$ cat config.mk
export PLATFORM = sky130hd
export DESIGN_NAME = pbsc_top
export DESIGN_NICKNAME = d
export VERILOG_FILES = /design/src/inc/pbsc_pkg.sv /design/src/inc/pbsc_ctl_if.sv /design/src/rtl/pbsc_top.sv /design/src/rtl/pbsc_burst_ctr.sv /design/src/rtl/pbsc_lane_dec.sv
export SDC_FILE = /design/constraint.sdc
export NUM_CORES = 1
export LEC_CHECK = 0
export BUFFER_PORTS_ARGS = -buffer_cell sky130_fd_sc_hd__buf_2
export CAP_MARGIN = 10
export CORE_ASPECT_RATIO = 1.2
export CORE_UTILIZATION = 44
export CTS_CLUSTER_SIZE = 14
export DETAILED_ROUTE_END_ITERATION = 6
export PLACE_DENSITY_LB_ADDON = 0.3
export RECOVER_POWER = 50
export SYNTH_ARGS = -nofsm -noshare
export SYNTH_HDL_FRONTEND = slang
export SYNTH_SLANG_ARGS = --single-unit
$ cat constraint.sdc
create_clock -name clk -period 2.1 [get_ports clk]
set_input_delay 0.21 -clock clk [delete_from_list [all_inputs] [get_ports clk]]
set_output_delay 0.21 -clock clk [all_outputs]
set_load 0.03 [all_outputs]
$ cat src/inc/pbsc_pkg.sv
// Purpose: Constants and types of the pipelined burst memory control.
// Assumes: One clock; all control pins synchronous to it except sleep
//          and output enable.
// Notes:   Lanes are nine bits wide; the two-lane organisation uses
//          lanes 0 and 1 only.
//
// Summary of operation
// - A strobe with selects not all active deselects; nothing is accessed. A processor strobe with the first select high is ignored instead.
// - Selected processor strobe low loads address and starts a read burst.
// - Selected controller strobe, processor high, write low: write burst.
// - Selected controller strobe, processor high, write high: read burst.
// - No start strobe, burst step low: advance address, read or write.
// - No start strobe, burst step high: hold address, repeat read or write.
// - Combined write is low exactly when the lane decode yields a write.
// - Global write low writes every lane of the organisation (lanes 0 and 1 only with two lanes), ignoring gate and lane inputs.
// - Four lanes: gate low writes exactly the lanes whose inputs are low.
// - Two lanes: gate low writes only those of lanes 0 and 1 whose inputs are low.
// - Sleep gates the result of every decode; output enable gates only the output drive.
// - Power-down is reached within two cycles after sleep rises.
// - Low address bits seed the counter; linear or interleaved stepping.
// - The burst counter wraps to its starting value after four accesses.
// - Lane inputs ignored on processor starts, sampled on controller starts.
// - Read data passes an output register then an output buffer.
package pbsc_pkg;
    // ------------------------------------------------------------------
    // Widths and field positions
    // ------------------------------------------------------------------
    localparam int ADDR_W = 19;
    localparam int CNT_W  = 2;
    localparam int BASE_LSB = 2;
    localparam int LANES  = 4;
    localparam int LANE_W = 9;
    localparam int DATA_W = 36;
    // ------------------------------------------------------------------
    // Timing in cycles
    // ------------------------------------------------------------------
    localparam int SLEEP_ENTRY_CYC = 2;
    localparam int WAKE_CYC        = 2;
    localparam logic [1:0] ENTRY_LOAD = 2'(SLEEP_ENTRY_CYC - 2);
    localparam logic [1:0] WAKE_LOAD  = 2'(WAKE_CYC - 2);
    // ------------------------------------------------------------------
    // Reset values and lane sets
    // ------------------------------------------------------------------
    localparam logic [ADDR_W-1:0] ADDR_RST = 19'h00000;
    localparam logic [DATA_W-1:0] DATA_RST = 36'h000000000;
    localparam logic [CNT_W-1:0]  CNT_RST  = 2'h0;
    localparam logic [LANES-1:0]  LANES_NONE = 4'h0;
    localparam logic [LANES-1:0]  LANES_TWO  = 4'h3;
    localparam logic [LANES-1:0]  LANES_ALL  = 4'hF;
    // ------------------------------------------------------------------
    // States
    // ------------------------------------------------------------------
    typedef enum logic [1:0] {
        PWR_ON    = 2'b00,
        PWR_ENTER = 2'b01,
        PWR_DOWN  = 2'b10,
        PWR_WAKE  = 2'b11
    } pbsc_pwr_t;
    typedef enum logic {
        BURST_IDLE = 1'b0,
        BURST_LIVE = 1'b1
    } pbsc_burst_t;
endpackage

$ cat src/inc/pbsc_ctl_if.sv
// Purpose: Carrier between the control core, counter and lane decoder.
// Assumes: Driven from the control core, the counter and the lane decoder.
// Notes:   Counter output is combinational from its own registers.
`timescale 1ns/1ps
interface pbsc_ctl_if;
    logic       load;
    logic       step;
    logic [1:0] seed;
    logic       linearOrder_n;
    logic [1:0] count;
    logic       globalWrite_n;
    logic       byteWriteGate_n;
    logic [3:0] laneWrite_n;
    logic       wideOrg;
    logic [3:0] laneWr;
    logic       combinedWrite_n;
    modport ctrlSide (output load, step, seed, linearOrder_n,
                      globalWrite_n, byteWriteGate_n, laneWrite_n,
                      wideOrg, input count, laneWr, combinedWrite_n);
    modport counterSide (input load, step, seed, linearOrder_n,
                         output count);
    modport decodeSide (input globalWrite_n, byteWriteGate_n,
                        laneWrite_n, wideOrg,
                        output laneWr, combinedWrite_n);
endinterface

$ cat src/rtl/pbsc_top.sv
// Purpose: Cycle decode, burst sequencing, power-down and read pipeline
//          of a synchronous pipelined burst memory.
// Assumes: Array outside is read combinationally from arrayAddr and
//          writes the lanes flagged in arrayLaneWr during the cycle.
// Notes:   Reset clears control state and the data registers; memory contents are outside.
`timescale 1ns/1ps
module pbsc_top (
    // Clock and reset
    input  wire logic        clk,
    input  wire logic        rst_b,
    // Address and selects
    input  wire logic [18:0] addrIn,
    input  wire logic        firstSelect_n,
    input  wire logic        secondSelect,
    input  wire logic        thirdSelect_n,
    // Burst control
    input  wire logic        addrStrobeProc_n,
    input  wire logic        addrStrobeCtrl_n,
    input  wire logic        burstStep_n,
    input  wire logic        linearOrder_n,
    // Write control
    input  wire logic        globalWrite_n,
    input  wire logic        byteWriteGate_n,
    input  wire logic [3:0]  laneWrite_n,
    input  wire logic        wideOrg,
    // Asynchronous controls
    input  wire logic        sleepRequest,
    input  wire logic        outputEnable_n,
    // Data lanes
    input  wire logic [35:0] dataByteLaneIn,
    output logic      [35:0] dataByteLaneOut,
    output logic             dataByteLaneOe_n,
    // Array side
    output logic      [18:0] arrayAddr,
    output logic             arrayRead,
    output logic      [3:0]  arrayLaneWr,
    output logic      [35:0] arrayWrData,
    input  wire logic [35:0] arrayRdData,
    // Status
    output logic             powerDown,
    output logic             ready
);
    // ------------------------------------------------------------------
    // Sub-blocks
    // ------------------------------------------------------------------
    pbsc_ctl_if ctl ();

    pbsc_burst_ctr u_ctr (
        .clk   (clk),
        .rst_b (rst_b),
        .bus   (ctl.counterSide)
    );

    pbsc_lane_dec u_dec (
        .bus (ctl.decodeSide)
    );

    // ------------------------------------------------------------------
    // Registers
    // ------------------------------------------------------------------
    pbsc_pkg::pbsc_pwr_t   pwr_r;
    pbsc_pkg::pbsc_burst_t burst_r;
    logic [1:0]            pwrCnt_r;
    logic [16:0]           base_r;
    logic                  arrayRead_r;
    logic [3:0]            arrayLaneWr_r;
    logic [35:0]           writeData_r;
    logic [35:0]           outReg_r;
    logic                  outRegValid_r;
    logic [35:0]           outBuf_r;
    logic                  outBufValid_r;

    // ------------------------------------------------------------------
    // Cycle decode
    // ------------------------------------------------------------------
    logic procLow;
    logic allSel;
    logic opOk;
    logic deselHit;
    logic startProc;
    logic startCtrl;
    logic startAny;
    logic stepHit;
    logic advance;
    logic hold;
    logic accRead;
    logic accWrite;

    // A processor strobe is blocked while the first select is high.
    assign procLow   = !addrStrobeProc_n && !firstSelect_n;
    assign allSel    = !firstSelect_n && secondSelect && !thirdSelect_n;
    assign opOk      = (pwr_r == pbsc_pkg::PWR_ON) && !sleepRequest;
    assign deselHit  = opOk && (procLow || !addrStrobeCtrl_n)
                       && !allSel;
    assign startProc = opOk && procLow && allSel;
    assign startCtrl = opOk && !procLow && !addrStrobeCtrl_n
                       && allSel;
    assign startAny  = startProc || startCtrl;
    // Steps only act on a burst that a start has defined.
    assign stepHit   = opOk && addrStrobeCtrl_n && !procLow
                       && (burst_r == pbsc_pkg::BURST_LIVE);
    assign advance   = stepHit && !burstStep_n;
    assign hold      = stepHit && burstStep_n;
    // Lane inputs count on controller starts and steps, never on
    // processor starts, which always read.
    assign accWrite  = (startCtrl || stepHit)
                       && !ctl.combinedWrite_n;
    assign accRead   = startProc
                       || ((startCtrl || stepHit)
                           && ctl.combinedWrite_n);

    assign ctl.load            = startAny;
    assign ctl.step            = advance;
    assign ctl.seed            = addrIn[1:0];
    assign ctl.linearOrder_n   = linearOrder_n;
    assign ctl.globalWrite_n   = globalWrite_n;
    assign ctl.byteWriteGate_n = byteWriteGate_n;
    assign ctl.laneWrite_n     = laneWrite_n;
    assign ctl.wideOrg         = wideOrg;

    // ------------------------------------------------------------------
    // Power-down sequencing
    // ------------------------------------------------------------------
    always_ff @(posedge clk or negedge rst_b) begin
        if (!rst_b) begin
            pwr_r    <= pbsc_pkg::PWR_ON;
            pwrCnt_r <= pbsc_pkg::CNT_RST;
        end else begin
            case (pwr_r)
                pbsc_pkg::PWR_ON: begin
                    if (sleepRequest) begin
                        pwr_r    <= pbsc_pkg::PWR_ENTER;
                        pwrCnt_r <= pbsc_pkg::ENTRY_LOAD;
                    end
                end
                pbsc_pkg::PWR_ENTER: begin
                    if (pwrCnt_r == pbsc_pkg::CNT_RST) begin
                        pwr_r <= pbsc_pkg::PWR_DOWN;
                    end else begin
                        pwrCnt_r <= pwrCnt_r - 2'h1;
                    end
                end
                pbsc_pkg::PWR_DOWN: begin
                    if (!sleepRequest) begin
                        pwr_r    <= pbsc_pkg::PWR_WAKE;
                        pwrCnt_r <= pbsc_pkg::WAKE_LOAD;
                    end
                end
                pbsc_pkg::PWR_WAKE: begin
                    if (sleepRequest) begin
                        pwr_r    <= pbsc_pkg::PWR_ENTER;
                        pwrCnt_r <= pbsc_pkg::ENTRY_LOAD;
                    end else if (pwrCnt_r == pbsc_pkg::CNT_RST) begin
                        pwr_r <= pbsc_pkg::PWR_ON;
                    end else begin
                        pwrCnt_r <= pwrCnt_r - 2'h1;
                    end
                end
                default: begin
                    pwr_r <= pbsc_pkg::PWR_ON;
                end
            endcase
        end
    end

    assign powerDown = (pwr_r == pbsc_pkg::PWR_DOWN);
    assign ready     = opOk;

    // ------------------------------------------------------------------
    // Burst state and base address
    // ------------------------------------------------------------------
    // Burst state is kept through sleep, so a burst resumes after wake.
    always_ff @(posedge clk or negedge rst_b) begin
        if (!rst_b) begin
            burst_r <= pbsc_pkg::BURST_IDLE;
        end else if (startAny) begin
            burst_r <= pbsc_pkg::BURST_LIVE;
        end else if (deselHit) begin
            burst_r <= pbsc_pkg::BURST_IDLE;
        end
    end

    always_ff @(posedge clk or negedge rst_b) begin
        if (!rst_b) begin
            base_r <= pbsc_pkg::ADDR_RST[18:pbsc_pkg::BASE_LSB];
        end else if (startAny) begin
            base_r <= addrIn[18:pbsc_pkg::BASE_LSB];
        end
    end

    assign arrayAddr = {base_r, ctl.count};

    // ------------------------------------------------------------------
    // Array access
    // ------------------------------------------------------------------
    always_ff @(posedge clk or negedge rst_b) begin
        if (!rst_b) begin
            arrayRead_r   <= 1'b0;
            arrayLaneWr_r <= pbsc_pkg::LANES_NONE;
        end else begin
            arrayRead_r   <= accRead;
            arrayLaneWr_r <= accWrite ? ctl.laneWr
                                      : pbsc_pkg::LANES_NONE;
        end
    end

    always_ff @(posedge clk or negedge rst_b) begin
        if (!rst_b) begin
            writeData_r <= pbsc_pkg::DATA_RST;
        end else if (accWrite) begin
            writeData_r <= dataByteLaneIn;
        end
    end

    assign arrayRead   = arrayRead_r;
    assign arrayLaneWr = arrayLaneWr_r;
    assign arrayWrData = writeData_r;

    // ------------------------------------------------------------------
    // Read pipeline
    // ------------------------------------------------------------------
    always_ff @(posedge clk or negedge rst_b) begin
        if (!rst_b) begin
            outReg_r      <= pbsc_pkg::DATA_RST;
            outRegValid_r <= 1'b0;
        end else begin
            outRegValid_r <= arrayRead_r;
            if (arrayRead_r) begin
                outReg_r <= arrayRdData;
            end
        end
    end

    always_ff @(posedge clk or negedge rst_b) begin
        if (!rst_b) begin
            outBuf_r      <= pbsc_pkg::DATA_RST;
            outBufValid_r <= 1'b0;
        end else begin
            outBufValid_r <= outRegValid_r;
            if (outRegValid_r) begin
                outBuf_r <= outReg_r;
            end
        end
    end

    // Output drive is gated without the clock; a write in progress
    // forces the pins off to avoid contention with incoming data.
    assign dataByteLaneOut  = outBuf_r;
    assign dataByteLaneOe_n = !(outBufValid_r && !outputEnable_n
                                && !sleepRequest
                                && (arrayLaneWr_r == pbsc_pkg::LANES_NONE));
endmodule

$ cat src/rtl/pbsc_burst_ctr.sv
// Purpose: Two-bit burst address counter.
// Assumes: Load wins over step in the same cycle.
// Notes:   Order pin is static; changing it mid-burst changes the sequence.
`timescale 1ns/1ps
module pbsc_burst_ctr (
    // Clock and reset
    input wire logic          clk,
    input wire logic          rst_b,
    // Control core
    pbsc_ctl_if.counterSide   bus
);
    logic [1:0] start_r;
    logic [1:0] offset_r;

    always_ff @(posedge clk or negedge rst_b) begin
        if (!rst_b) begin
            start_r <= pbsc_pkg::CNT_RST;
        end else if (bus.load) begin
            start_r <= bus.seed;
        end
    end

    // Offset runs modulo four, so the fourth step returns to the seed.
    always_ff @(posedge clk or negedge rst_b) begin
        if (!rst_b) begin
            offset_r <= pbsc_pkg::CNT_RST;
        end else if (bus.load) begin
            offset_r <= pbsc_pkg::CNT_RST;
        end else if (bus.step) begin
            offset_r <= offset_r + 2'h1;
        end
    end

    always_comb begin
        if (bus.linearOrder_n) begin
            bus.count = start_r ^ offset_r;
        end else begin
            bus.count = start_r + offset_r;
        end
    end
endmodule

$ cat src/rtl/pbsc_lane_dec.sv
// Purpose: Byte-lane write decode for four-lane and two-lane use.
// Assumes: Inputs are the values sampled on the current edge.
// Notes:   Purely combinational.
`timescale 1ns/1ps
module pbsc_lane_dec (
    // Control core
    pbsc_ctl_if.decodeSide bus
);
    logic [3:0] orgLanes;

    always_comb begin
        orgLanes = bus.wideOrg ? pbsc_pkg::LANES_ALL : pbsc_pkg::LANES_TWO;
        if (!bus.globalWrite_n) begin
            bus.laneWr = orgLanes;
        end else if (bus.byteWriteGate_n) begin
            bus.laneWr = pbsc_pkg::LANES_NONE;
        end else begin
            // Unused upper lanes stay masked in the narrow organisation.
            bus.laneWr = ~bus.laneWrite_n & orgLanes;
        end
        bus.combinedWrite_n = ~|bus.laneWr;
    end
endmodule

==> Word level (Yosys, flattened, before mapping) <==
Index checks and enable logic that the tools add are counted.
{ "word_totals": {"ff_bits": 141, "wordCells": 89, "inputBits": 109, "output_inout_bits": 99} }
{ "classes": {"bitwise": 3, "n_reduce_logical": 43, "n_addsub": 3, "eq_ne": 7, "mux": 20} }
{ "ops": {"columns": ["operator", "n"], "rows": [
  ["2-bit two-way mux", 12],
  ["1-bit logical AND", 20],
  ["4-bit two-way mux", 4],
  ["2-bit case mux with 4 select lines", 2],
  ["1-bit logical NOT", 11],
  ["2-bit != test, second input constant", 3],
  ["4-bit bitwise AND", 1],
  ["2-bit == test, second input constant", 2],
  ["2-bit logical NOT", 2],
  ["4-bit logical NOT", 1],
  ["1-bit logical OR", 4],
  ["4-bit inverter", 1],
  ["4-bit AND reduction", 1],
  ["2-bit nonzero test", 2],
  ["4-bit OR reduction", 1],
  ["3-bit != test, second input constant", 1],
  ["2-bit by 1-bit adder with 2-bit output, second input constant", 1],
  ["2-bit adder", 1],
  ["2-bit by 1-bit == test with 1-bit output, second input constant", 1],
  ["1-bit two-way mux", 2],
  ["2-bit AND reduction", 1],
  ["2-bit by 1-bit subtractor with 2-bit output, second input constant", 1],
  ["2-bit bitwise XOR", 1]
]} }

==> Logic depth before layout (Yosys ltp) <==
{ "logic_depth": {"depth_word": 9, "ltp_mapped": 8, "depth_no_buf": 6} }

==> Modules after synthesis <==
From an unflattened synthesis, not the netlist that was laid out.
{ "unflattened": {"cells_unflattened": 343, "hier_area_um2": 5517.8} }
{ "by_module_without_submodules": {"columns": ["module", "seq_area_each_um2", "cells_per_inst", "n_inst", "area_each_um2"], "rows": [
  ["pbsc_top", 3428.3, 320, 1, 5268.8],
  ["pbsc_burst_ctr", 100.1, 15, 1, 197.7],
  ["pbsc_lane_dec", 0.0, 8, 1, 51.3]
]} }

==> Worst setup path after synthesis <==
No wires, ideal clock.
{ "synth_path": {"path_kind": "register -> register", "from": "register pwr_r[0]", "to": "register pwr_r[1]", "path_buffers": 0, "slack_ps": 41, "period_less_slack_ps": 2059, "setup_ps": 125, "stages_incl_launch_ff": 7, "required_ps": 1975, "arrival_ps": 1935, "path_cell_list": "dfrtp_1 inv_1 ha_1 nor2b_1 a21oi_1 o21ai_0 mux2_2"} }
{ "synth_between": {"elab_chain_len": 3, "elab_cells_between_ends": 10, "cone_classes": "eq/ne: 7; mux: 1; reduce/logical: 2"} }
{ "synth_lines": {"columns": ["item", "line", "source"], "rows": [
  ["from (decl)", "pbsc_top.sv:61", "pbsc_pkg::pbsc_pwr_t pwr_r;"],
  ["from (signal assigned)", "pbsc_top.sv:126", "pwr_r <= pbsc_pkg::PWR_ON;"],
  ["from (signal assigned)", "pbsc_top.sv:132", "pwr_r <= pbsc_pkg::PWR_ENTER;"],
  ["from (signal assigned)", "pbsc_top.sv:138", "pwr_r <= pbsc_pkg::PWR_DOWN;"],
  ["2-bit == test, or another cell as far along", "pbsc_top.sv:129", "case (pwr_r)"],
  ["3-bit != test (no line) or 2-bit != test (tied branches)", null, null],
  ["4-bit AND reduction (no line)", null, null]
]} }
Several ways; a longest one is shown, not always the timed one.
A chain may end at the register's enable or synchronous reset.

==> Worst setup path after layout <==
{ "layout_path": {"from": "register pwr_r[1]", "to": "register writeData_r[3], in the netlist arrayWrData[3]"} }
{ "layout_between": {"elab_chain_len": 7, "elab_cells_between_ends": 10, "cone_classes": "reduce/logical: 10"} }
{ "layout_lines": {"columns": ["item", "line", "source"], "rows": [
  ["2-bit logical NOT (*)", "pbsc_top.sv:92", "assign opOk = (pwr_r == pbsc_pkg::PWR_ON) && !sleepRequest;"],
  ["1-bit logical AND (*)", "pbsc_top.sv:92", null],
  ["1-bit logical AND (on tied branches) (2 in series)", "pbsc_top.sv:96, pbsc_top.sv:100", null],
  ["1-bit logical AND (on tied branches)", "pbsc_top.sv:97, pbsc_top.sv:101", null],
  ["1-bit logical OR (*)", "pbsc_top.sv:106", "assign accWrite = (startCtrl || stepHit)"],
  ["1-bit logical AND (*)", "pbsc_top.sv:107", "&& !ctl.combinedWrite_n;"],
  ["to (signal assigned)", "pbsc_top.sv:209", "writeData_r <= pbsc_pkg::DATA_RST;"],
  ["to (signal assigned)", "pbsc_top.sv:211", "writeData_r <= dataByteLaneIn;"],
  ["to (decl)", "pbsc_top.sv:67", "logic [35:0] writeData_r;"]
]} }
Every way passes the cells marked *; elsewhere a longest branch is shown, timed or not.

==> metrics.yaml <==
outcome: "complete, but fails checks"
failed_checks: "negative setup slack"
synth_fp_nets: 457
cts.htree.levels: 4
cts_made_buffers: 17
die_w_um: 104
path_delay_family: "simple AND/OR/NAND/NOR gates"
cts_root_buffer: "clkbuf_16"
drt-total-wl_mm: 12.1
tightest_slew_ps: 1340
ys.flop_type: "dfrtp_1"
clk_latency_ps: 410
r2r_end: "arrayWrData[3]"
synthDistinctLibCells: 37
cts_buffer_depth: 2
cp_data_required_time_ps: 2390
placed_area_sq_um: 6820
multiInputGateArea_sq_um: 1930
yosys_warnings: 0
first_iter_violations: 109
period_share_pct: 101
die_area_sq_um: 13000
setup_viol: 7
p_leak_uw: 0.00396
crit_fanout: 8
fill_cells: 976
dpl.cell_count: 706
start_util_pct: 45.3
clk_pin_slew_ps: 60
worstHoldStart: "dataByteLaneIn[32]"
die_y_um: 125
yosysTopAreaCell: "dfrtp_1"
start_kind: "register"
cp_num_buf_inv: 3
cts_sinks: 141
area_growth_pct: 35.5
slew_viol_final: 0
worst_slack_ps: -11.8
holdPathStages: 2
path_cells: "inv_4, ha_4, nand4bb_4, nor4b_4, o22ai_4, clkbuf_16, buf_6, mux2_2"
cts_tree: "done"
ys_async_sr_fraction_pct: 100
grt_usage_pct: 19.1
cp_slowest_cell: "dfrtp_2"
diodes: 0
fin_setup_tns_ps: -31.6
worstPathArrival_ps: 2400
end_kind: "register"
synth-seq-area-share_pct: 64.1
fin_area_sq_um: 7460
fin_skew_ps: 7.34
antenna_found_initial: 0
ff_latch_area_sq_um: 3530
yosysTopAreaCellShare_pct: 64.1
coreArea_sq_um: 12200
reg2reg_depth: 8
ant_nets: 0
nNetsFinal: 691
num_rows: 44
gr-total-overflow: 0
synth.cell_area_sq_um: 5510
place_ws_ps: 10.8
synthCells: 342
synthTopCellsByArea: "dfrtp_1, mux2_2, mux2_4"
ys_ff_latch: 141
grt_pass1_vias: 3914
firstDrtPassIters: 4
crit_type: "register to register"
hold_class: "input pin to register"
r2r_start: "pwr_r[1]"
vdd_drop_max_uv: 653
gp_congestion: 0.774
slew_headroom_pct: 10.4
setup.worst_path.start: "pwr_r[1]"
drive_above_1_share_pct: 61.9
grt_max_degree: 57
min_to: "arrayWrData[32]"
fmax_mhz: 474
drv_cap: 0
finalCriticalPeriod_ps: 2110
io_buffers: 207
synth_enable_flop_cells: 0
power.density_nw_per_um2: 1300
post-route-drc-count: 0
dp_hpwl_mm: 8.39
num_vias: 3669
max_stage_delay_ps: 450
grt_pass1_wl_mm: 19.2
rsz0062_at_grt: "true"
rrSetupSlack_ps: -10
hold_violations: 0
ios: 208
final_cells: 749
routedWlPerCell_um: 16.2
syn_area_per_cell_sq_um: 16.1
viasPerCell: 4.90
-- kinds of logic after synthesis --
group	share of synthesized area, %
mux	26.9
compound gates	2.57
xor+xnor	0.636
buf+inv	1.59
fa+ha+maj	1.36
simple gates	2.93
flops	64.1
-- registers in the layout, summed over array words and instances, names as in the netlist --
register         flops
u_ctr.start_r        2
arrayRead            1
outReg_r            36
pwrCnt_r             2
arrayWrData         36
u_ctr.offset_r       2
outRegValid_r        1
base_r              17
outBufValid_r        1
burst_r              1
dataByteLaneOut     36
arrayLaneWr          4
pwr_r                2
-- cell usage in the layout, fill, tap and decap left out, types with 2 or more instances in the layout --
cell type / netlist / final
clkbuf_2: 0 / 2
clkinv_2: 0 / 2
buf_2: 4 / 176
clkbuf_16: 0 / 18
nor2_1: 10 / 10
buf_4: 0 / 11
bufinv_16: 0 / 2
clkinvlp_4: 0 / 6
a21oi_1: 2 / 2
o21a_1: 2 / 2
mux2_4: 7 / 7
inv_1: 4 / 2
dfrtp_1: 141 / 140
inv_6: 0 / 2
o21ai_0: 3 / 3
o31ai_1: 2 / 2
ha_1: 6 / 5
nor2b_1: 2 / 2
mux2_2: 122 / 122
xnor2_1: 4 / 4
clkbuf_1: 4 / 32
nand2_1: 2 / 2
nand2b_1: 2 / 2
buf_6: 2 / 4
-- final cells by class --
type | count | share of cell area, %
multi-input combinational | 183 | 25.9
inverter | 4 | 0.235
timing repair buffer | 229 | 16.1
sequential | 141 | 47.3
clock inverter | 13 | 1.90
tap | 161 | 2.70
clock buffer | 18 | 5.89
-- cells in the mapped netlist (all sizes together), types with 2 or more instances --
library cell,instances
dfrtp,141
inv,4
nand2b,2
o21ai,4
clkbuf,4
o31ai,2
o21a,2
nor4b,2
buf,10
xnor2,4
mux2,129
nor2b,2
ha,6
nand2,2
a21oi,2
nor2,10
-- how the worst max path moves through the flow --
stage | slack (ps) | to | cells past startpoint
after floorplan | 40 | pwr_r[1] | 6
after global placement | 100 | arrayWrData[29] | 7
after detailed placement | 10 | arrayWrData[29] | 7
after CTS | 30 | arrayWrData[24] | 7
after global routing | -70 | arrayWrData[3] | 8
final | -10 | arrayWrData[3] | 8
-- where the power goes --
group          switching (uW)  internal [uW]  leakage (uW)  total, uW
registers                 403           3470       0.00189       3870
clock network            1160           1780      0.000267       2940
logic                    1720           1140       0.00180       2860
total                    3290           6380       0.00396       9670
-- metal layers --
metal	track usage [%]	vias up	share of wire (%)
met3	7.43	10	7.1
met5	0	-	0
met1	22.5	1821	40
li1	-	1683	-
met2	31.8	155	51
met4	6.55	0	1.1
-- per-stage QoR --
stage	hold slack (ps)	util (%)	power, uW
floorplan	-85.6	-	5780
global placement	190	56.0	6610
detailed placement	200	56.0	6740
CTS	10.1	60.9	9720
global route	7.35	61.3	10100
finish	27.1	61.3	9670
-- what timing repair did --
item,in CTS,in global routing
pin swaps,0,3
setup endpoints to repair,2,36
hold buffers,1,0
resized for setup,1,8
setup buffers,0,10
endpoints found under the hold margin,52,0
cloned,0,1
Note: power is estimated with default switching activity, not from simulation.
